==> config.mk <==
export PLATFORM = sky130hd
export DESIGN_NAME = sfs_supervisor
export DESIGN_NICKNAME = d
export VERILOG_FILES = /design/src/sfs_pkg.sv /design/src/sfs_pin_if.sv /design/src/sfs_supervisor.sv /design/src/sfs_pin_sync.sv
export VERILOG_INCLUDE_DIRS = /design/src
export SDC_FILE = /design/constraint.sdc
export NUM_CORES = 1
export LEC_CHECK = 0
export ABC_AREA = 0
export BUFFER_PORTS_ARGS = -buffer_cell sky130_fd_sc_hd__buf_2
export CAP_MARGIN = 15
export CELL_PAD_IN_SITES_DETAIL_PLACEMENT = 2
export CELL_PAD_IN_SITES_GLOBAL_PLACEMENT = 2
export CORE_MARGIN = 5
export CORE_UTILIZATION = 36
export CTS_CLUSTER_DIAMETER = 50
export DETAILED_ROUTE_END_ITERATION = 8
export PLACE_DENSITY_LB_ADDON = 0.12
export SLEW_MARGIN = 15
export SYNTH_ARGS = -nofsm -noshare
export SYNTH_HDL_FRONTEND = slang
export SYNTH_HIERARCHICAL = 1
export SYNTH_SLANG_ARGS = --single-unit
export TNS_END_PERCENT = 20
==> constraint.sdc <==
create_clock -name sys_clk_i -period 10.5 [get_ports sys_clk_i]
set_clock_uncertainty 0.05 [all_clocks]
set_input_delay 2.1 -clock sys_clk_i [delete_from_list [all_inputs] [get_ports sys_clk_i]]
set_output_delay 2.1 -clock sys_clk_i [all_outputs]
set_load 0.02 [all_outputs]
==> src/sfs_defines.svh <==
// Constants of the stepper fault supervisor: counts, limits, reset values.
// Assumes inclusion by bare name from every file that needs a figure.
`ifndef SFS_DEFINES_SVH
`define SFS_DEFINES_SVH

// Core clock rate in MHz and in ns per cycle
`define SFS_CLK_MHZ        250
`define SFS_CLK_NS         4

// Reset-state hold of the fault output, in microseconds
`define SFS_T_HR_ERR_US    100
// Recovery time after wake-up, in microseconds
`define SFS_T_WU_US        100
// Least chip-select low pulse that wakes the chip, in nanoseconds
`define SFS_T_CSB_MIN_NS   1000
// Least time rounds up to whole cycles
`define SFS_CSB_MIN_CYC    ((`SFS_T_CSB_MIN_NS + `SFS_CLK_NS - 1) / `SFS_CLK_NS)

// Rotation-sense rising edges that make five low-high-low-high patterns
`define SFS_HR_EDGES       4'h000A

// Open-load timeouts in PWM periods, one per timeout field code
`define SFS_OL_PER0        9'h008
`define SFS_OL_PER1        9'h020
`define SFS_OL_PER2        9'h040
`define SFS_OL_PER3        9'h100

// Full-step positions where a single coil conducts
`define SFS_POS_FS0        6'h00
`define SFS_POS_FS1        6'h10
`define SFS_POS_FS2        6'h20
`define SFS_POS_FS3        6'h30

// Reset values
`define SFS_POS_RST        6'h08
`define SFS_LEVEL_RST      4'h0

`endif

==> src/sfs_pkg.sv <==
// Types shared by the stepper fault supervisor modules.
// Assumes sfs_defines.svh supplies every numeric constant.
package sfs_pkg;

  // Power-state machine, one-hot
  typedef enum logic [3:0] {
    SFS_ST_RESET = 4'b0001,
    SFS_ST_SLEEP = 4'b0010,
    SFS_ST_WAKE  = 4'b0100,
    SFS_ST_RUN   = 4'b1000
  } sfs_state_t;

endpackage

==> src/sfs_pin_if.sv <==
// Carrier between the pin conditioner and the supervisor core.
// Assumes both ends run on the same core clock.
`timescale 1ns/10ps
interface sfs_pin_if;
  logic step_lvl;   // Synchronised step pin
  logic dir_lvl;    // Synchronised rotation-sense pin
  logic csn_lvl;    // Synchronised chip select, active low
  logic step_rise;  // Rising edge on step pin
  logic csn_rise;   // Rising edge on chip select
  logic hr_allow;   // Pattern reset permitted
  logic hr_fire;    // Pattern reset detected, one cycle

  modport cond (output step_lvl, dir_lvl, csn_lvl, step_rise, csn_rise,
                output hr_fire, input hr_allow);
  modport core (input step_lvl, dir_lvl, csn_lvl, step_rise, csn_rise,
                input hr_fire, output hr_allow);
endinterface

==> src/sfs_supervisor.sv <==
// Stepper fault supervisor: flags, fault output, bridge gating, power state.
// Assumes the SPI decoder turns reads and writes into one-cycle strobes.
//
// Contract
// - Coil current level change applies at next PWM period start.
// - Bridge enable low still lets triggers move the positioner.
// - Sleep ignores step and rotation-sense pins entirely.
// - Bridge supply undervoltage latches its flag and pulls fault low.
// - Enable write of 1 is refused while undervoltage flag set.
// - Open coil: full duty held past the selected timeout.
// - Only conducting coils checked; full steps check one coil.
// - Open coil latches coil open flag and electrical fault flag.
// - Open coil reaction chosen by keep-driving and disable-both bits.
// - Overcurrent latches its bit, electrical fault, drops bridge enable.
// - Electrical fault is OR of latched flags, cleared by reading them.
// - Trigger or position write during a fault sets step lost.
// - Step lost stays until its status register is read.
// - Thermal warning sets flag, pulls fault low, keeps motor on.
// - Thermal shutdown sets flag, drops enable, blocks pattern reset.
// - Shutdown flag clears only after cooling and a host read.
// - Enable write of 1 needs both thermal flags clear.
// - Thermal warning drops boosted current to the unboosted level.
// - Fault output low on any error or reset state, high asleep.
// - Sleep after reset or request: drivers off, registers kept.
// - Chip-select low pulse wakes; request bit clears; recovery wait.
// - Five rotation-sense patterns with step high reset the logic.
// - Step trigger: step pin rise or soft step bit, self-clearing.
`timescale 1ns/10ps
`include "sfs_defines.svh"
module sfs_supervisor
  import sfs_pkg::*;
#(
  parameter int unsigned HR_ERR_CYC = `SFS_T_HR_ERR_US * `SFS_CLK_MHZ,
  parameter int unsigned WU_CYC     = `SFS_T_WU_US * `SFS_CLK_MHZ
)(
  // Clock and power-on reset
  input  wire logic       sys_clk_i,
  input  wire logic       rst_n_i,
  // Pins from the host
  input  wire logic       step_pulse_pin_i,
  input  wire logic       rotation_sense_pin_i,
  input  wire logic       chip_select_n_i,
  // Control bits and write strobes
  input  wire logic [3:0] coil_current_level_i,
  input  wire logic       current_boost_bit_i,
  input  wire logic       bridge_enable_wr_i,
  input  wire logic       bridge_enable_wdata_i,
  input  wire logic       soft_step_set_i,
  input  wire logic       sleep_request_set_i,
  input  wire logic       microstep_wr_i,
  input  wire logic [5:0] microstep_wdata_i,
  input  wire logic [1:0] open_load_timeout_i,
  input  wire logic       open_load_keep_driving_i,
  input  wire logic       open_load_disable_both_i,
  // Status read strobes
  input  wire logic       rd_elec_status_i,
  input  wire logic       rd_main_status_i,
  // Analog monitors and PWM
  input  wire logic       uv_detect_i,
  input  wire logic       tw_detect_i,
  input  wire logic       tsd_detect_i,
  input  wire logic [7:0] overcurrent_detect_i,
  input  wire logic [1:0] duty_full_i,
  input  wire logic       pwm_period_start_i,
  input  wire logic       spi_error_flag_i,
  // Bridge and current outputs
  output logic            bridge_enable_o,
  output logic            bridge_a_drive_o,
  output logic            bridge_b_drive_o,
  output logic [3:0]      coil_current_applied_o,
  output logic            boost_applied_o,
  output logic [5:0]      microstep_position_o,
  // Status flags
  output logic            undervoltage_flag_o,
  output logic            thermal_warning_flag_o,
  output logic            thermal_shutdown_flag_o,
  output logic [7:0]      overcurrent_flags_o,
  output logic            coil_a_open_flag_o,
  output logic            coil_b_open_flag_o,
  output logic            electrical_fault_flag_o,
  output logic            step_lost_flag_o,
  output logic            reset_occurred_flag_o,
  output logic            soft_step_bit_o,
  output logic            sleep_request_bit_o,
  output logic            awake_o,
  // Open-drain fault pin
  output logic            fault_out_n_o,
  output logic            fault_oe_n_o
);

  sfs_pin_if  pin ();
  sfs_state_t state;
  logic       core_rst_n;
  logic       run;
  logic       step_trig;
  logic       fault_any;
  logic       tsd_read;
  logic       coil_a_off;
  logic       coil_b_off;
  logic [1:0] open_hit;
  logic [1:0] chk;
  logic [7:0] oc_hit;
  logic [31:0] timer;
  logic [8:0] csn_low;

  // Coil conducts unless the position is a full step of the other coil
  function automatic logic coil_checked(input logic [5:0] pos,
                                        input logic       coil_b);
    logic a_only;
    logic b_only;
    a_only = (pos == `SFS_POS_FS0) || (pos == `SFS_POS_FS2);
    b_only = (pos == `SFS_POS_FS1) || (pos == `SFS_POS_FS3);
    return coil_b ? !a_only : !b_only;
  endfunction

  // Open-load timeout in PWM periods per field code
  function automatic logic [8:0] ol_limit(input logic [1:0] sel);
    case (sel)
      2'h0:    ol_limit = `SFS_OL_PER0;
      2'h1:    ol_limit = `SFS_OL_PER1;
      2'h2:    ol_limit = `SFS_OL_PER2;
      default: ol_limit = `SFS_OL_PER3;
    endcase
  endfunction

  sfs_pin_sync u_pin_sync (
    .sys_clk_i (sys_clk_i),
    .rst_n_i   (rst_n_i),
    .pins_i    ({chip_select_n_i, rotation_sense_pin_i, step_pulse_pin_i}),
    .pin       (pin)
  );

  // Pattern reset drops the whole core like power-on
  assign core_rst_n   = rst_n_i && !pin.hr_fire;
  assign run          = (state == SFS_ST_RUN);
  assign pin.hr_allow = run && !thermal_shutdown_flag_o;
  assign step_trig    = run && (pin.step_rise || soft_step_bit_o);
  assign fault_any    = undervoltage_flag_o || thermal_shutdown_flag_o ||
                        electrical_fault_flag_o;
  assign chk[0]       = coil_checked(microstep_position_o, 1'b0);
  assign chk[1]       = coil_checked(microstep_position_o, 1'b1);
  assign oc_hit       = run ? (overcurrent_detect_i &
                        {{4{chk[1]}}, {4{chk[0]}}}) : 8'h00;
  assign awake_o      = run;

  // Power state: reset hold, sleep, wake recovery, run
  always_ff @(posedge sys_clk_i or negedge core_rst_n) begin
    if (!core_rst_n) begin
      state   <= SFS_ST_RESET;
      timer   <= 32'h0000_0000;
      csn_low <= 9'h000;
    end else begin
      case (state)
        SFS_ST_RESET: begin
          timer <= timer + 32'h0000_0001;
          if (timer >= HR_ERR_CYC - 1) begin
            state <= SFS_ST_SLEEP;
            timer <= 32'h0000_0000;
          end
        end
        SFS_ST_SLEEP: begin
          if (!pin.csn_lvl && csn_low != 9'h1FF) begin
            csn_low <= csn_low + 9'h001;
          end else if (pin.csn_lvl) begin
            csn_low <= 9'h000;
          end
          if (pin.csn_rise && csn_low >= 9'(`SFS_CSB_MIN_CYC)) begin
            state <= SFS_ST_WAKE;
          end
        end
        SFS_ST_WAKE: begin
          timer <= timer + 32'h0000_0001;
          if (timer >= WU_CYC - 1) begin
            state <= SFS_ST_RUN;
            timer <= 32'h0000_0000;
          end
        end
        SFS_ST_RUN: begin
          if (sleep_request_bit_o) begin
            state <= SFS_ST_SLEEP;
          end
        end
        default: state <= SFS_ST_RESET;
      endcase
    end
  end

  // Sleep request bit: set by reset or host, cleared on wake
  always_ff @(posedge sys_clk_i or negedge core_rst_n) begin
    if (!core_rst_n) begin
      sleep_request_bit_o <= 1'b1;
    end else if (sleep_request_set_i) begin
      sleep_request_bit_o <= 1'b1;
    end else if (state == SFS_ST_SLEEP && state != SFS_ST_RUN &&
                 pin.csn_rise && csn_low >= 9'(`SFS_CSB_MIN_CYC)) begin
      sleep_request_bit_o <= 1'b0;
    end
  end

  // Positioner and soft step bit
  always_ff @(posedge sys_clk_i or negedge core_rst_n) begin
    if (!core_rst_n) begin
      microstep_position_o <= `SFS_POS_RST;
      soft_step_bit_o      <= 1'b0;
    end else begin
      if (soft_step_set_i) begin
        soft_step_bit_o <= 1'b1;
      end else if (run) begin
        soft_step_bit_o <= 1'b0;
      end
      if (microstep_wr_i) begin
        microstep_position_o <= microstep_wdata_i;
      end else if (step_trig) begin
        microstep_position_o <= pin.dir_lvl ?
          microstep_position_o + 6'h01 : microstep_position_o - 6'h01;
      end
    end
  end

  // Open-load timers, one per coil, counted in PWM periods
  genvar c;
  generate
    for (c = 0; c < 2; c++) begin : g_open
      logic [8:0] ol_cnt;
      logic       off;
      assign off = c ? coil_b_off : coil_a_off;
      always_ff @(posedge sys_clk_i or negedge core_rst_n) begin
        if (!core_rst_n) begin
          ol_cnt <= 9'h000;
        end else if (!(run && bridge_enable_o && chk[c] && !off &&
                       duty_full_i[c])) begin
          ol_cnt <= 9'h000;
        end else if (pwm_period_start_i && !open_hit[c]) begin
          ol_cnt <= ol_cnt + 9'h001;
        end
      end
      assign open_hit[c] = (ol_cnt >= ol_limit(open_load_timeout_i));
    end
  endgenerate

  // Electrical fault flags: set wins over the read that clears them
  always_ff @(posedge sys_clk_i or negedge core_rst_n) begin
    if (!core_rst_n) begin
      overcurrent_flags_o <= 8'h00;
      coil_a_open_flag_o  <= 1'b0;
      coil_b_open_flag_o  <= 1'b0;
    end else begin
      overcurrent_flags_o <= (rd_elec_status_i ? 8'h00 :
                              overcurrent_flags_o) | oc_hit;
      coil_a_open_flag_o  <= (coil_a_open_flag_o && !rd_elec_status_i) ||
                             open_hit[0];
      coil_b_open_flag_o  <= (coil_b_open_flag_o && !rd_elec_status_i) ||
                             open_hit[1];
    end
  end

  // Combined electrical fault flag
  assign electrical_fault_flag_o = (|overcurrent_flags_o) ||
                                   coil_a_open_flag_o ||
                                   coil_b_open_flag_o;

  // Supply and thermal flags; shutdown frozen outside run
  always_ff @(posedge sys_clk_i or negedge core_rst_n) begin
    if (!core_rst_n) begin
      undervoltage_flag_o     <= 1'b0;
      thermal_warning_flag_o  <= 1'b0;
      thermal_shutdown_flag_o <= 1'b0;
      tsd_read                <= 1'b0;
    end else begin
      undervoltage_flag_o    <= (undervoltage_flag_o && !rd_main_status_i) ||
                                (run && uv_detect_i);
      thermal_warning_flag_o <= (thermal_warning_flag_o &&
                                 !(rd_main_status_i && !tw_detect_i)) ||
                                (run && tw_detect_i);
      if (run && tsd_detect_i) begin
        thermal_shutdown_flag_o <= 1'b1;
        tsd_read                <= 1'b0;
      end else if (run && thermal_shutdown_flag_o) begin
        if (tsd_read && !tw_detect_i) begin
          thermal_shutdown_flag_o <= 1'b0;
          tsd_read                <= 1'b0;
        end else if (rd_main_status_i) begin
          tsd_read <= 1'b1;
        end
      end
    end
  end

  // Step lost and reset occurred flags
  always_ff @(posedge sys_clk_i or negedge core_rst_n) begin
    if (!core_rst_n) begin
      step_lost_flag_o      <= 1'b0;
      reset_occurred_flag_o <= 1'b1;
    end else begin
      step_lost_flag_o <= (step_lost_flag_o && !rd_main_status_i) ||
                          (fault_any && (step_trig || microstep_wr_i));
      reset_occurred_flag_o <= reset_occurred_flag_o && !rd_main_status_i;
    end
  end

  // Bridge enable and single-bridge shutoff after open coil
  always_ff @(posedge sys_clk_i or negedge core_rst_n) begin
    if (!core_rst_n) begin
      bridge_enable_o <= 1'b0;
      coil_a_off      <= 1'b0;
      coil_b_off      <= 1'b0;
    end else begin
      if ((|oc_hit) || (run && (tsd_detect_i || uv_detect_i))) begin
        bridge_enable_o <= 1'b0;
      end else if ((|open_hit) && !open_load_keep_driving_i &&
                   open_load_disable_both_i) begin
        bridge_enable_o <= 1'b0;
      end else if (bridge_enable_wr_i) begin
        bridge_enable_o <= bridge_enable_wdata_i && !undervoltage_flag_o &&
                           !thermal_shutdown_flag_o &&
                           !thermal_warning_flag_o;
      end
      if (bridge_enable_wr_i && bridge_enable_wdata_i) begin
        coil_a_off <= 1'b0;
        coil_b_off <= 1'b0;
      end else if (!open_load_keep_driving_i && !open_load_disable_both_i) begin
        coil_a_off <= coil_a_off || open_hit[0];
        coil_b_off <= coil_b_off || open_hit[1];
      end
    end
  end

  // Bridge drives: only awake, enabled and not switched off
  always_ff @(posedge sys_clk_i or negedge core_rst_n) begin
    if (!core_rst_n) begin
      bridge_a_drive_o <= 1'b0;
      bridge_b_drive_o <= 1'b0;
    end else begin
      bridge_a_drive_o <= run && bridge_enable_o && !coil_a_off;
      bridge_b_drive_o <= run && bridge_enable_o && !coil_b_off;
    end
  end

  // Coil current targets latched at the PWM period boundary
  always_ff @(posedge sys_clk_i or negedge core_rst_n) begin
    if (!core_rst_n) begin
      coil_current_applied_o <= `SFS_LEVEL_RST;
      boost_applied_o        <= 1'b0;
    end else if (pwm_period_start_i) begin
      coil_current_applied_o <= coil_current_level_i;
      boost_applied_o <= current_boost_bit_i &&
                         !thermal_warning_flag_o && !tw_detect_i;
    end else if (thermal_warning_flag_o) begin
      boost_applied_o <= 1'b0;
    end
  end

  // Open-drain fault pin, low on error or reset state, high asleep
  always_ff @(posedge sys_clk_i or negedge core_rst_n) begin
    if (!core_rst_n) begin
      fault_out_n_o <= 1'b0;
      fault_oe_n_o  <= 1'b0;
    end else begin
      fault_out_n_o <= !((state == SFS_ST_RESET) || (state != SFS_ST_SLEEP &&
                       (spi_error_flag_i || electrical_fault_flag_o ||
                        thermal_shutdown_flag_o || thermal_warning_flag_o ||
                        undervoltage_flag_o)));
      fault_oe_n_o  <= !((state == SFS_ST_RESET) || (state != SFS_ST_SLEEP &&
                       (spi_error_flag_i || electrical_fault_flag_o ||
                        thermal_shutdown_flag_o || thermal_warning_flag_o ||
                        undervoltage_flag_o)));
    end
  end

  // Checks
  a_current_apply: assert property (
    @(posedge sys_clk_i) disable iff (!core_rst_n)
    pwm_period_start_i |=> coil_current_applied_o == $past(coil_current_level_i))
    else $error("current level not applied at period start");

  a_sleep_no_move: assert property (
    @(posedge sys_clk_i) disable iff (!core_rst_n)
    (state == SFS_ST_SLEEP && !microstep_wr_i) |=> $stable(microstep_position_o))
    else $error("positioner moved in sleep");

  a_uv_latch: assert property (
    @(posedge sys_clk_i) disable iff (!core_rst_n)
    (run && uv_detect_i && !sleep_request_bit_o) |=>
      undervoltage_flag_o ##1 !fault_out_n_o)
    else $error("undervoltage not latched");

  a_uv_enable_block: assert property (
    @(posedge sys_clk_i) disable iff (!core_rst_n)
    (bridge_enable_wr_i && undervoltage_flag_o) |=> !bridge_enable_o)
    else $error("enable accepted during undervoltage");

  a_thermal_enable: assert property (
    @(posedge sys_clk_i) disable iff (!core_rst_n)
    (bridge_enable_wr_i && thermal_warning_flag_o) |=> !bridge_enable_o)
    else $error("enable accepted during thermal warning");

  a_oc_shutdown: assert property (
    @(posedge sys_clk_i) disable iff (!core_rst_n)
    (|oc_hit) |=> (!bridge_enable_o && electrical_fault_flag_o)
                  ##1 (!bridge_a_drive_o && !bridge_b_drive_o))
    else $error("overcurrent did not shut the bridges");

  a_step_lost_set: assert property (
    @(posedge sys_clk_i) disable iff (!core_rst_n)
    (fault_any && step_trig) |=> step_lost_flag_o)
    else $error("step lost not flagged");

  a_tsd_hold: assert property (
    @(posedge sys_clk_i) disable iff (!core_rst_n)
    (thermal_shutdown_flag_o && !tsd_read) |=> thermal_shutdown_flag_o)
    else $error("shutdown flag cleared before host read");

  a_boost_drop: assert property (
    @(posedge sys_clk_i) disable iff (!core_rst_n)
    thermal_warning_flag_o |=> !boost_applied_o)
    else $error("boost kept during thermal warning");

  a_sleep_fault_high: assert property (
    @(posedge sys_clk_i) disable iff (!core_rst_n)
    (state == SFS_ST_SLEEP) [*2] |-> fault_out_n_o)
    else $error("fault pin low in sleep");

  a_sleep_no_drive: assert property (
    @(posedge sys_clk_i) disable iff (!core_rst_n)
    !run |=> (!bridge_a_drive_o && !bridge_b_drive_o))
    else $error("bridge driven while not awake");

endmodule

==> src/sfs_pin_sync.sv <==
// Pin conditioner: synchronisers, edge detection, pattern reset counter.
// Assumes pins are asynchronous to sys_clk_i; reset only by power-on.
`timescale 1ns/10ps
`include "sfs_defines.svh"
module sfs_pin_sync
  import sfs_pkg::*;
(
  // Clock and reset
  input  wire logic sys_clk_i,
  input  wire logic rst_n_i,
  // Raw pins: step, rotation sense, chip select
  input  wire logic [2:0] pins_i,
  // Conditioned pins toward the core
  sfs_pin_if.cond         pin
);

  logic [2:0] meta;
  logic [2:0] sync;
  logic [2:0] prev;
  logic [3:0] hr_cnt;
  logic       hr_fire;

  // Two-flop synchronisers and an edge stage per pin
  genvar g;
  generate
    for (g = 0; g < 3; g++) begin : g_sync
      always_ff @(posedge sys_clk_i or negedge rst_n_i) begin
        if (!rst_n_i) begin
          // Chip select idles high: reset its stages high, no false edge
          meta[g] <= (g == 2);
          sync[g] <= (g == 2);
          prev[g] <= (g == 2);
        end else begin
          meta[g] <= pins_i[g];
          sync[g] <= meta[g];
          prev[g] <= sync[g];
        end
      end
    end
  endgenerate

  // Count rotation-sense rises while step is held high
  always_ff @(posedge sys_clk_i or negedge rst_n_i) begin
    if (!rst_n_i) begin
      hr_cnt  <= 4'h0;
      hr_fire <= 1'b0;
    end else begin
      hr_fire <= 1'b0;
      if (!sync[0] || !pin.hr_allow || hr_fire) begin
        hr_cnt <= 4'h0;
      end else if (sync[1] && !prev[1]) begin
        if (hr_cnt == `SFS_HR_EDGES - 4'h1) begin
          hr_fire <= 1'b1;
          hr_cnt  <= 4'h0;
        end else begin
          hr_cnt <= hr_cnt + 4'h1;
        end
      end
    end
  end

  // Levels and edges toward the core
  assign pin.step_lvl  = sync[0];
  assign pin.dir_lvl   = sync[1];
  assign pin.csn_lvl   = sync[2];
  assign pin.step_rise = sync[0] && !prev[0];
  assign pin.csn_rise  = sync[2] && !prev[2];
  assign pin.hr_fire   = hr_fire;

endmodule

==> metrics <==
status completed; Hold Crit Class reg2reg; total core area approximately 15000 sq um; Post-Place Cells 853; Setup TNS Final 0 ns; post-cts sizing count 0; Max Root-Sink Buffers 2; IO buf count 76; nature of the critical path endpoint flip-flop; DP HPWL approximately 11000 microns; Post-Layout Cell Count about 870; Die Ht approximately 140 microns; sequential area share after synthesis 0.4998; GR Overflow Total 0; fillers 1650; postcts setup bufs 0; Die X 135.0 microns; RSZ-0062 raised after global routing false; Peak VDD IR around 0.000085 V; post-synth net total about 640; pwr/cell area between 100 and 150 nW/um^2; Post-synth ARST share 1.000; Inserted Clock Buffers 9; first-pass GRT wire length between 20000 and 30000 microns; CTS tree built; clk slew on worst S/H paths 0.08 ns; RD Place Congestion between 0.7 and 0.8; Vias/cell 5.249; Clock Sink Count ~110; row cnt 45; Post-Synthesis Cells 576; top cells by area, synth dfrtp_1, ha_1, nor2_1; Post-layout nets roughly 700; Yosys cell types just under 60; Max Cap Violations 0; DRC Markers 0; fmax about 240 MHz; via count 4561; post-layout util 0.4276; Post-Route WL 15060 microns; period utilization 0.4043; vias in the first global route around 5000; Final Max Tran Viols 0; EDFF count, synth 0; crit path DAT ~4.5 ns; pin count of the biggest net entering global routing 60; synth warn 6; antenna violations before repair 2; DRT iter0 DRCs about 140; wire per inst 17.32 microns; critical path required time about 11 ns; transition time of the tightest slew-check pin around 0.76 ns; cell area after synthesis 5625 sq um; Crit Path Max Fanout 7; layout cells sized above 1 0.1809; synthesized area per cell between 9 and 10 sq um; starting density of the core 0.3687; post-synth top area cell dfrtp_1; Final setup viols 0; Synth top area share 0.4671; hold violation total from the final report 0; Overall Global Routing Usage 0.1724; CTS root buf clkbuf_16; CTS hold repair buffers 0; Relative slew margins 0.4910; type of the worst setup path in2reg; clock period minus worst slack around 4.2 ns; ys flop type dfrtp_1; Detail Route Antenna Nets 0; Worst-Skew Late Latency around 0.36 ns; I/O Pins 77; Pre-Repair DR Iteration Count 4; Antenna Cells 0; area delta synth->final 15.99%; Synth Register Bits roughly 110; Setup crit start kind input port; Lkg Pwr 2.990 nW; H-tree level count 3; Die ar. between 15000 and 20000 sq um
per-layer routing:
layer / vias to the layer above / global-route usage / share of wire / wire [microns]
li1: 2177 / - / - / -
met1: 2309 / 0.2049 / 0.43 / 6471
met3: 16 / 0.04844 / 0.036 / 547
met5: - / 0 / 0.00093 / 14
met2: 55 / 0.3141 / 0.52 / 7866
met4: 4 / 0.03135 / 0.010 / 156
final timing paths:
check | slack [ns] | startpoint | end | cells past startpoint
worst max-delay path | 6.26 | open_load_timeout_i[0] | g_open[1].ol_cnt[5]$_DFFE_PN0P_ | 9
worst min-delay path | 0.30 | u_pin_sync/meta[0]$_DFF_PN0_ | u_pin_sync/pin.step_lvl$_DFF_PN0_ | 0
worst max register to register | 7.81 | timer[28]$_DFFE_PN0P_ | timer[0]$_DFFE_PN0P_ | 6
worst min register to register | 0.30 | u_pin_sync/meta[0]$_DFF_PN0_ | u_pin_sync/pin.step_lvl$_DFF_PN0_ | 0
max in group asynchronous | 7.59 | rst_n_i | timer[18]$_DFFE_PN0P_ | 3
min in group asynchronous | 0.47 | u_pin_sync/pin.hr_fire$_DFF_PN0_ | microstep_position_o[5]$_DFFE_PN0P_ | 2
cells in the mapped netlist, types with 6 or more instances:
| library cell | number |
|---|---|
| nor4_1 | 9 |
| xnor2_1 | 17 |
| nor3_1 | 13 |
| clkbuf_1 | 6 |
| nor2b_1 | 12 |
| nand3_1 | 26 |
| a211oi_1 | 9 |
| ha_1 | 22 |
| or3_1 | 7 |
| nand3b_1 | 6 |
| nand2b_1 | 11 |
| dfrtp_1 | 105 |
| dfstp_2 | 7 |
| nand2_1 | 54 |
| inv_1 | 29 |
| o21ai_0 | 37 |
| and3_1 | 14 |
| a31oi_1 | 12 |
| xor2_1 | 13 |
| nor2_1 | 58 |
| a21oi_1 | 29 |
| a21o_1 | 6 |
critical path, stage by stage:
cell and delay (ns):
buf_2 0.12, nand2b_1 0.17, ha_1 0.31, a211oi_1 0.24, o21ai_0 0.18, a221oi_2 0.53, nand2_1 0.26, or3_1 0.39
a21oi_1 0.16
flip-flops by register name (all words and copies together) (netlist names), 3 cells and up:
| name | cells |
|---|---|
| csn_low | 9 |
| u_pin_sync/meta | 3 |
| overcurrent_flags_o | 8 |
| g_open.ol_cnt | 18 |
| coil_current_applied_o | 4 |
| timer | 32 |
| u_pin_sync/hr_cnt | 4 |
| state | 4 |
| microstep_position_o | 6 |
| u_pin_sync/prev | 3 |
power breakdown:
| group | internal, mW | switching, mW | leakage [nW] | total (mW) |
|---|---|---|---|---|
| combinational | 0.0277 | 0.0463 | 1.38 | 0.0740 |
| sequential | 0.441 | 0.00829 | 1.47 | 0.449 |
| clock | 0.170 | 0.164 | 0.138 | 0.334 |
| total | 0.639 | 0.219 | 2.99 | 0.858 |
cell families (layout without fill, tap and decap cells):
logic type               after synthesis  count (layout)  share of synthesized area
buffers and inverters                 46             128                    0.03403
flip-flops                           112             112                     0.4998
XOR/XNOR                              30              30                    0.04671
adder cells (fa/ha/maj)               23              23                    0.05249
AND/OR/NAND/NOR                      236             236                     0.2180
multiplexers                           7               7                    0.01357
AO/OA/AOI/OAI                        122             122                     0.1355
stage by stage:
step | setup WS [ns] | power [mW] | hold WS (ns) | area [sq um]
finish | 6.255 | 0.8575 | 0.3025 | 6525
global route | 6.035 | 0.9038 | 0.3139 | 6525
CTS | 6.205 | 0.8739 | 0.3053 | 6525
detailed placement | 5.870 | 0.5335 | 0.2910 | 6241
global placement | 6.069 | 0.5296 | 0.2834 | 6241
floorplan | 2.346 | 0.5009 | 0.2812 | 5625
final cells by class:
cell class	count	area, sq um	area share
multi-input combinational	418	2630	0.4031
tap	211	264.0	0.04046
sequential	112	2811	0.4309
clock inverter	5	41.29	0.006328
inverter	31	117.6	0.01802
clock buffer	11	242.7	0.03720
timing repair buffer	81	417.9	0.06405
layout by cell type (no fill, tap or decap), types with 7 or more instances in the layout:
| master | instances |
|---|---|
| nor4_1 | 9 |
| or3_1 | 7 |
| buf_2 | 76 |
| nand3_1 | 26 |
| a21oi_1 | 29 |
| dfrtp_1 | 105 |
| nand2_1 | 54 |
| a211oi_1 | 9 |
| xor2_1 | 13 |
| dfstp_2 | 7 |
| inv_1 | 29 |
| and3_1 | 14 |
| a31oi_1 | 12 |
| clkbuf_16 | 9 |
| nor2b_1 | 11 |
| o21ai_0 | 37 |
| ha_1 | 22 |
| nor2_1 | 58 |
| nand2b_1 | 11 |
| nor3_1 | 13 |
| xnor2_1 | 17 |
(Power assumes the default switching activity.)
